<file path="src/common/iscf_pkg.sv">
// package: register map, field positions, reset values and states for the scl/status block
package iscf_pkg;
  // register byte offsets
  localparam logic [5:0] OFF_STATUS2 = 6'h18;
  localparam logic [5:0] OFF_CLKCTRL = 6'h1c;
  localparam logic [5:0] OFF_RISE = 6'h20;
  localparam logic [5:0] OFF_FILTER = 6'h24;
  localparam logic [5:0] OFF_IRQ_STAT = 6'h28;
  localparam logic [5:0] OFF_IRQ_MASK = 6'h2c;
  // status field positions
  localparam int BIT_MASTER = 0;
  localparam int BIT_BUSY = 1;
  localparam int BIT_TX = 2;
  localparam int BIT_GCALL = 4;
  localparam int BIT_SMBDEF = 5;
  localparam int BIT_HOSTHDR = 6;
  localparam int BIT_DUAL = 7;
  localparam int BIT_PEC_LO = 8;
  // clock control and filter register fields
  localparam int BIT_DUTY = 14;
  localparam int BIT_SPEED = 15;
  localparam int BIT_ANF_OFF = 4;
  // reset values
  localparam logic [15:0] RST_CLKCTRL = 16'h0000;
  localparam logic [5:0] RST_RISE = 6'h02;
  localparam logic [4:0] RST_FILTER = 5'h00;
  // fast-mode duty multipliers
  localparam logic [4:0] MUL_FAST16_HI = 5'h09;
  localparam logic [4:0] MUL_FAST16_LO = 5'h10;
  // interrupt event bits
  localparam int IRQ_BUSY_RISE = 0;
  localparam int IRQ_ARB_LOST = 1;
  localparam int IRQ_ADDR_HIT = 2;
  localparam int IRQ_W = 3;
  // bus slave answer states
  typedef enum logic [1:0] {
    ISCF_IDLE = 2'b00,
    ISCF_ACK = 2'b01
  } iscf_bus_st_t;
endpackage

</file>
<file path="src/rtl/iscf_top.sv">
// scl generator, second status register, filters and avalon slave
//
// Added by the designer: the Avalon-MM interface to the registers.
`timescale 1ns/1ps
`default_nettype none
// What this block does
// - master flag set as master, cleared stop/arb/disable
// - busy flag on low line, cleared on stop
// - transmitter flag from r/w bit, cleared
// - broadcast hit flag in slave mode
// - smbus default address hit when resolution enabled
// - host header hit when host type, resolution
// - second own address hit flag in slave
// - packet check byte shown when enabled
// - standard mode: equal high and low periods
// - fast duty zero: low twice high
// - fast duty one: high 9, low 16
// - speed bit selects standard or fast outside smbus mode; smbus mode keeps equal phases
// - six bit rise limit, resets to two
// - digital filter length, writable only enabled
// - analog filter bit: zero on, one bypass
// - arbitration loss returns to slave operation
module iscf_top (
  input wire logic clk,
  input wire logic rst_b,
  // avalon-mm slave
  input wire logic [5:0] avs_address,
  input wire logic avs_read,
  input wire logic avs_write,
  input wire logic [31:0] avs_writedata,
  input wire logic [3:0] avs_byteenable,
  output logic [31:0] avs_readdata,
  output logic avs_waitrequest,
  output logic irq,
  // control from the rest of the controller
  input wire logic peripheral_enable,
  input wire logic address_resolution_enable,
  input wire logic smbus_host_type_select,
  input wire logic packet_check_enable,
  input wire logic smbus_mode,
  input wire logic master_start,
  input wire logic stop_done,
  input wire logic restart_done,
  input wire logic arb_lost,
  input wire logic addr_rw_valid,
  input wire logic addr_rw_bit,
  input wire logic broadcast_addr_match,
  input wire logic smbus_default_addr_match,
  input wire logic smbus_host_header_match,
  input wire logic second_own_addr_match,
  input wire logic [7:0] packet_check_calc,
  // bus pins (from outside the clock domain)
  input wire logic scl_in,
  input wire logic sda_in,
  output logic scl_out,
  output logic scl_oe,
  // filtered lines and filter settings for the engine
  output logic scl_filt,
  output logic sda_filt,
  output logic analog_glitch_filter_off,
  output logic [5:0] rise_time_limit
);
  // --- registers
  logic [15:0] clkctrl_q; // period, duty, speed
  logic [5:0] rise_q; // rise time limit
  logic [3:0] dnf_q; // digital filter length
  logic anf_off_q; // analog filter bypass
  logic master_q, busy_q, tx_q, gcall_q, smbdef_q, hosthdr_q, dual_q;
  logic [7:0] pec_q; // packet check byte
  localparam int IRQ_W_L = iscf_pkg::IRQ_W;
  logic [IRQ_W_L-1:0] ist_q, imask_q;
  // --- synchronisers: first stage read only by second
  logic [1:0] scl_s_q, sda_s_q;
  logic [3:0] scl_cnt_q, sda_cnt_q; // glitch filter counters
  logic scl_f_q, sda_f_q; // filtered line levels
  logic scl_o_q; // scl drive level
  logic [16:0] ph_cnt_q; // phase counter
  logic busy_prev_q;
  iscf_pkg::iscf_bus_st_t bus_q;
  logic [31:0] rdata_q;

  // clock-control fields
  wire [11:0] scl_period_setting = clkctrl_q[11:0];
  wire fast_duty_select = clkctrl_q[iscf_pkg::BIT_DUTY];
  wire speed_select = clkctrl_q[iscf_pkg::BIT_SPEED];

  // period product: setting times a small multiplier
  function automatic logic [16:0] scale(input logic [11:0] s, input logic [4:0] m);
    // widen first so 16 times a large setting keeps its top bits
    scale = 17'(s) * 17'(m);
  endfunction

  // standard or smbus mode keeps equal phases
  // fast, duty zero: low twice the high
  // fast, duty one: 9 high, 16 low
  // speed select picks the timing set
  wire fast_sel = speed_select & ~smbus_mode;
  wire [16:0] hi_len = !fast_sel ? scale(scl_period_setting, 5'h01) :
    (fast_duty_select ? scale(scl_period_setting, iscf_pkg::MUL_FAST16_HI) :
     scale(scl_period_setting, 5'h01));
  wire [16:0] lo_len = !fast_sel ? scale(scl_period_setting, 5'h01) :
    (fast_duty_select ? scale(scl_period_setting, iscf_pkg::MUL_FAST16_LO) :
     scale(scl_period_setting, 5'h02));

  // bus decode
  wire sel_clk = avs_address == iscf_pkg::OFF_CLKCTRL;
  wire sel_rise = avs_address == iscf_pkg::OFF_RISE;
  wire sel_filt = avs_address == iscf_pkg::OFF_FILTER;
  wire sel_ist = avs_address == iscf_pkg::OFF_IRQ_STAT;
  wire sel_imask = avs_address == iscf_pkg::OFF_IRQ_MASK;
  wire sel_st2 = avs_address == iscf_pkg::OFF_STATUS2;
  wire req = (avs_read | avs_write) & (bus_q == iscf_pkg::ISCF_IDLE);
  // write lands at the answer edge, when the master sees waitrequest low
  wire wr = avs_write & (bus_q == iscf_pkg::ISCF_ACK);
  wire [15:0] wmask = {{8{avs_byteenable[1]}}, {8{avs_byteenable[0]}}};
  wire [15:0] st2 = {pec_q, dual_q, hosthdr_q, smbdef_q, gcall_q, 1'b0, tx_q, busy_q, master_q};

  // read data mux
  wire [31:0] rmux = sel_st2 ? {16'h0000, st2} :
    sel_clk ? {16'h0000, clkctrl_q & 16'hcfff} :
    sel_rise ? {26'h000_0000, rise_q} :
    sel_filt ? {27'h000_0000, anf_off_q, dnf_q} :
    sel_ist ? {29'h0000_0000, ist_q} :
    sel_imask ? {29'h0000_0000, imask_q} : 32'h0000_0000;

  // line events from filtered levels
  wire line_low = ~scl_f_q | ~sda_f_q;
  wire en_off = ~peripheral_enable;
  wire flag_clr = stop_done | restart_done | en_off;

  // avalon answer: one wait cycle, answer on the next edge
  always_ff @(posedge clk) begin
    if (!rst_b) begin
      bus_q <= iscf_pkg::ISCF_IDLE;
      rdata_q <= 32'h0000_0000;
    end else begin
      case (bus_q)
        iscf_pkg::ISCF_IDLE: begin
          if (req) begin
            bus_q <= iscf_pkg::ISCF_ACK;
            rdata_q <= rmux;
          end
        end
        iscf_pkg::ISCF_ACK: bus_q <= iscf_pkg::ISCF_IDLE;
        default: bus_q <= iscf_pkg::ISCF_IDLE;
      endcase
    end
  end
  assign avs_readdata = rdata_q;
  assign avs_waitrequest = (bus_q != iscf_pkg::ISCF_ACK);

  // writable configuration registers
  always_ff @(posedge clk) begin
    if (!rst_b) begin
      clkctrl_q <= iscf_pkg::RST_CLKCTRL;
      rise_q <= iscf_pkg::RST_RISE;
      dnf_q <= 4'h0;
      anf_off_q <= 1'b0;
      imask_q <= '0;
    end else if (wr) begin
      // reserved bits 13:12 never stored
      if (sel_clk) clkctrl_q <= ((avs_writedata[15:0] & wmask) | (clkctrl_q & ~wmask)) & 16'hcfff;
      if (sel_rise && avs_byteenable[0]) rise_q <= avs_writedata[5:0];
      if (sel_filt && avs_byteenable[0] && peripheral_enable) dnf_q <= avs_writedata[3:0];
      if (sel_filt && avs_byteenable[0]) anf_off_q <= avs_writedata[iscf_pkg::BIT_ANF_OFF];
      if (sel_imask && avs_byteenable[0]) imask_q <= avs_writedata[IRQ_W_L-1:0];
    end
  end

  // two-flop synchronisers for the bus lines
  always_ff @(posedge clk) begin
    if (!rst_b) begin
      scl_s_q <= 2'b11;
      sda_s_q <= 2'b11;
    end else begin
      scl_s_q <= {scl_s_q[0], scl_in};
      sda_s_q <= {sda_s_q[0], sda_in};
    end
  end

  // digital glitch filter: level must persist beyond n cycles
  always_ff @(posedge clk) begin
    if (!rst_b) begin
      scl_cnt_q <= 4'h0;
      sda_cnt_q <= 4'h0;
      scl_f_q <= 1'b1;
      sda_f_q <= 1'b1;
    end else begin
      if (scl_s_q[1] == scl_f_q) scl_cnt_q <= 4'h0;
      else if (scl_cnt_q >= dnf_q) begin
        scl_f_q <= scl_s_q[1];
        scl_cnt_q <= 4'h0;
      end else scl_cnt_q <= scl_cnt_q + 4'h1;
      if (sda_s_q[1] == sda_f_q) sda_cnt_q <= 4'h0;
      else if (sda_cnt_q >= dnf_q) begin
        sda_f_q <= sda_s_q[1];
        sda_cnt_q <= 4'h0;
      end else sda_cnt_q <= sda_cnt_q + 4'h1;
    end
  end

  // role and direction flags
  always_ff @(posedge clk) begin
    if (!rst_b) begin
      master_q <= 1'b0;
      busy_q <= 1'b0;
      tx_q <= 1'b0;
    end else begin
      // master set on start, cleared stop/arb/disable
      // arbitration loss drops back to slave
      if (stop_done | arb_lost | en_off) master_q <= 1'b0;
      else if (master_start) master_q <= 1'b1;
      // busy on any low line; stop releases, low level wins
      if (line_low) busy_q <= 1'b1;
      else if (stop_done) busy_q <= 1'b0;
      // transmitter flag follows the r/w bit
      if (flag_clr | arb_lost) tx_q <= 1'b0;
      else if (addr_rw_valid) tx_q <= addr_rw_bit;
    end
  end

  // slave address-match flags
  always_ff @(posedge clk) begin
    if (!rst_b) begin
      gcall_q <= 1'b0;
      smbdef_q <= 1'b0;
      hosthdr_q <= 1'b0;
      dual_q <= 1'b0;
    end else begin
      if (flag_clr) gcall_q <= 1'b0;
      else if (broadcast_addr_match & ~master_q) gcall_q <= 1'b1;
      if (flag_clr) smbdef_q <= 1'b0;
      else if (smbus_default_addr_match & address_resolution_enable & ~master_q)
        smbdef_q <= 1'b1;
      // host header when host type and resolution
      if (flag_clr) hosthdr_q <= 1'b0;
      else if (smbus_host_header_match & smbus_host_type_select &
               address_resolution_enable & ~master_q)
        hosthdr_q <= 1'b1;
      if (flag_clr) dual_q <= 1'b0;
      else if (addr_rw_valid & ~master_q) dual_q <= second_own_addr_match;
    end
  end

  // packet check byte captured while enabled
  always_ff @(posedge clk) begin
    if (!rst_b) pec_q <= 8'h00;
    else if (packet_check_enable) pec_q <= packet_check_calc;
  end

  // scl phase counter, reloads at every scl edge while master
  wire ph_done = (ph_cnt_q <= 17'h0_0001);
  always_ff @(posedge clk) begin
    if (!rst_b) begin
      scl_o_q <= 1'b1;
      ph_cnt_q <= 17'h0_0000;
    end else if (!master_q) begin
      scl_o_q <= 1'b1;
      ph_cnt_q <= hi_len;
    end else if (ph_done) begin
      scl_o_q <= ~scl_o_q;
      ph_cnt_q <= scl_o_q ? lo_len : hi_len;
    end else begin
      ph_cnt_q <= ph_cnt_q - 17'h0_0001;
    end
  end

  // interrupt events: set wins over write-one-clear
  wire [IRQ_W_L-1:0] ev = {broadcast_addr_match | second_own_addr_match, arb_lost & master_q,
                           busy_q & ~busy_prev_q};
  always_ff @(posedge clk) begin
    if (!rst_b) begin
      ist_q <= '0;
      busy_prev_q <= 1'b0;
    end else begin
      busy_prev_q <= busy_q;
      ist_q <= (ist_q & ~((wr & sel_ist) ? avs_writedata[IRQ_W_L-1:0] : '0)) | ev;
    end
  end

  // registered outputs; scl_out tied low
  logic irq_q;
  always_ff @(posedge clk) begin
    if (!rst_b) irq_q <= 1'b0;
    else irq_q <= |(ist_q & imask_q);
  end
  assign irq = irq_q;
  assign scl_out = 1'b0;
  assign scl_oe = ~scl_o_q;
  assign scl_filt = scl_f_q;
  assign sda_filt = sda_f_q;
  assign analog_glitch_filter_off = anf_off_q;
  assign rise_time_limit = rise_q;
endmodule
`default_nettype wire
</file>
<file path="config.mk">
export PLATFORM = sky130hd
export DESIGN_NAME = iscf_top
export DESIGN_NICKNAME = d
export VERILOG_FILES = /design/src/common/iscf_pkg.sv /design/src/rtl/iscf_top.sv
export SDC_FILE = /design/constraint.sdc
export NUM_CORES = 1
export LEC_CHECK = 0
export ABC_AREA = 1
export BUFFER_PORTS_ARGS = -buffer_cell sky130_fd_sc_hd__buf_2
export CORE_UTILIZATION = 54
export CTS_CLUSTER_DIAMETER = 30
export DETAILED_ROUTE_END_ITERATION = 7
export HOLD_SLACK_MARGIN = 0.03
export PLACE_DENSITY = 0.79
export SLEW_MARGIN = 20
export SYNTH_ARGS = -nofsm -noshare
export SYNTH_HDL_FRONTEND = slang
export SYNTH_SLANG_ARGS = --single-unit
</file>
<file path="constraint.sdc">
create_clock -name clk -period 3.9 [get_ports clk]
set_input_delay 0.585 -clock clk [delete_from_list [all_inputs] [get_ports clk]]
set_output_delay 0.585 -clock clk [all_outputs]
set_load 0.01 [all_outputs]
</file>
==> summary.md <==
| Metric | Value |
|---|---|
| Status | `complete, no violations` |
| R2R depth | `11` |
| Min Hold Slack | `400 ps` |
| Req. time, crit path | `roughly 4200 ps` |
| CTS clk-pin slew, worst paths | `around 100 ps` |
| Residual DRC count | `0` |
| Prevailing post-synth register cell | `dfxtp_1` |
| Die ar. | `0.0110 mm2` |
| Capturing point of the worst reg2reg path | `ph_cnt_q[10]` |
| GR peak layer | `met2` |
| Worst Setup Slack post-DPL | `1460 ps` |
| IO buf count | `78` |
| Initial Utilization | `between 50 and 60%` |
| Io pins | `116` |
| Sequential element share of the synthesized area | `roughly a third` |
| Yosys Warn Count | `0` |
| FP Rows | `37` |
| Final core utilization | `about three fifths` |
| Min Clock Period, post-route | `~2400 ps` |
| Avg Vias per Cell | `5.38` |
| DR iter-0 viols | `between 400 and 500` |
| CTS resizes | `0` |
| Pwr Density | `roughly 290 mW/mm2` |
| Total grt overflow | `0` |
| Design area | `between 0.006 and 0.007 mm2` |
| Clock buffer count from CTS | `9` |
| TritonRoute pass-1 iters | `5` |
| Rel. slew slack | `50.1%` |
| Share of cells above drive strength 1 | `15.8%` |
| CORE AREA | `roughly 0.010 mm2` |
| GR Util met2 | `a little over two fifths` |
| Clock latency on the worst-skew pair | `370 ps` |
| Setup crit end kind | `register` |
| Total track usage | `around a quarter` |
| Final period utilization | `between 60% and 70%` |
| Hold_sp | `scl_in` |
| Slack of the critical path | `between 1500 and 2000 ps` |
| Routed vias | `between 5000 and 6000` |
| Post-DR wirelength/cell | `13.9 um` |
| Avg Synthesized Cell Area | `slightly below 7 um2` |
| Crit path max fanout | `5` |
| Maximum buffer depth of the clock tree | `2` |
| Critical Setup Path Class | `register to register` |
| DP Wirelength | `10800 um` |
| Final hold viol count | `0` |
| Setup TNS Final | `0 ps` |
| RSZ-0062 raised after global routing | `no` |
| Leading cell type in the layout, fill and taps excluded | `nand2_1` |
| Actual slew at the worst max-slew pin | `around 750 ps` |
| Worst Hold End | `scl_s_q[0]` |
| Leak | `3.03 nW` |
| Largest net degree at the start of global routing | `50` |
| Layout area overhead | `10.3%` |
| First-pass GRT wire length | `between 20000 and 25000 um` |
| Die Height | `~100 um` |
| CTS H-tree depth | `3` |
| GR Util met3 | `under 10%` |
| Initial antenna violation count | `0` |
| Fin nets | `approximately 990` |
| CP startpoint kind | `register` |
| Asr flop ratio synth | `0%` |
| Unique masters post-synth | `44` |
| R2R Setup Slk | `roughly 1500 ps` |
| Final setup viols | `0` |
| Clock Sinks | `97` |
| Root buf cell | `clkbuf_8` |
| Routability cong. | `about 0.95` |
| Max Fclk | `around 420 MHz` |
| Layout fillers | `997` |
| HP Class | `input port to register` |
| Max-cap violations | `0` |
| CP Data Arrival Time | `roughly 2600 ps` |
| #FFs+latches synth | `97` |
| Post-CTS setup buffer count | `0` |
| Syn Inst Count | `between 800 and 900` |
| Worst Hold Depth | `2` |
| Grt met1 use | `35.8%` |
| Antenna fix cells | `0` |
| Most frequent cells in the layout | `nand2_1, dfxtp_1, nor2_1, inv_1, buf_2` |
| Clock skew | `approximately 12 ps` |
| Max VDD drop | `0.213 mV` |
| CTS tree | `built` |
| Die Span X | `roughly 100 um` |
| Post-DP Area | `around 0.006 mm2` |
| Antenna viol nets, final | `0` |
| CTS Hold Bufs | `0` |
| Count of pins over their slew limit | `0` |
| Synthesized cell area | `roughly 0.0057 mm2` |
| Vias in the first global route | `4986` |
| EDFF count, synth | `0` |
| Final WL | `around 14000 um` |
[critical path: stages, from the launching register on]
cell and delay, ps:
dfxtp_1 440, ha_1 280, ha_1 270, fa_1 460, nand3_1 120, nand3_1 160, nand2_1 120, nand2_1 60
nand2_1 70, nand3_1 80, o21ai_0 120, o21ai_1 100
[cell usage after synthesis (all sizes together), types with 5 or more instances]
cell / instances / area share (%)
dfxtp: 97 / 34
ha: 30 / 6.6
clkbuf: 14 / 0.92
buf: 29 / 3.6
nor3: 13 / 1.7
a21oi: 65 / 5.8
nand2: 164 / 11
inv: 95 / 6.2
o211ai: 8 / 1.1
a32oi: 5 / 0.77
or2: 14 / 1.5
xnor2: 7 / 1.1
o21ai: 77 / 6.8
nor2: 107 / 7.6
nand3: 47 / 4.5
nand4: 17 / 1.9
xor2: 12 / 1.8
[metrics by stage]
stage               total power [mW]  cells
floorplan                       1.13    840
global placement                1.17   1014
detailed placement              1.18   1014
CTS                             1.84   1029
global route                    1.90   1029
finish                          1.83   1029
[layout make-up]
| class | instances | area, um2 | share of cell area, % |
|---|---|---|---|
| tap | 136 | 170 | 2.70 |
| clock buffer | 10 | 138 | 2.19 |
| inverter | 96 | 360 | 5.73 |
| multi-input combinational | 604 | 3210 | 51.0 |
| timing repair buffer | 81 | 413 | 6.56 |
| clock inverter | 5 | 63.8 | 1.01 |
| sequential | 97 | 1940 | 30.9 |
[worst max-delay path by stage]
stage,end,slack [ps],cells after the start
floorplan,ph_cnt_q[12],1920,10
detailed placement,register,1460,7
CTS,ph_cnt_q[12],1540,10
global route,ph_cnt_q[12],1370,10
finish,ph_cnt_q[10],1520,11
global placement,ph_cnt_q[5],1470,12
[routing by layer]
metal	up-vias	part of all wire [%]
met4	0	2.0
met1	2471	46
met2	224	46
met5	-	0
met3	27	6.7
li1	2817	-
[where the power goes]
group / internal [mW] / leakage, nW / switching (mW) / total, mW
clock network: 0.316 / 0.0994 / 0.361 / 0.677
logic: 0.0469 / 2.14 / 0.0890 / 0.136
registers: 1.01 / 0.787 / 0.0109 / 1.02
[kinds of logic (layout without fill, tap and decap cells)]
kind of cell,after synthesis,after routing,synth area share (%)
other,1,17,0.0657
buffers and inverters,139,192,10.8
flip-flops,97,97,34.0
AND/OR/NAND/NOR,364,364,28.5
AO/OA/AOI/OAI,173,173,16.8
adder cells (fa/ha/maj),31,31,6.93
XOR/XNOR,19,19,2.92
(Power assumes the default switching activity.)
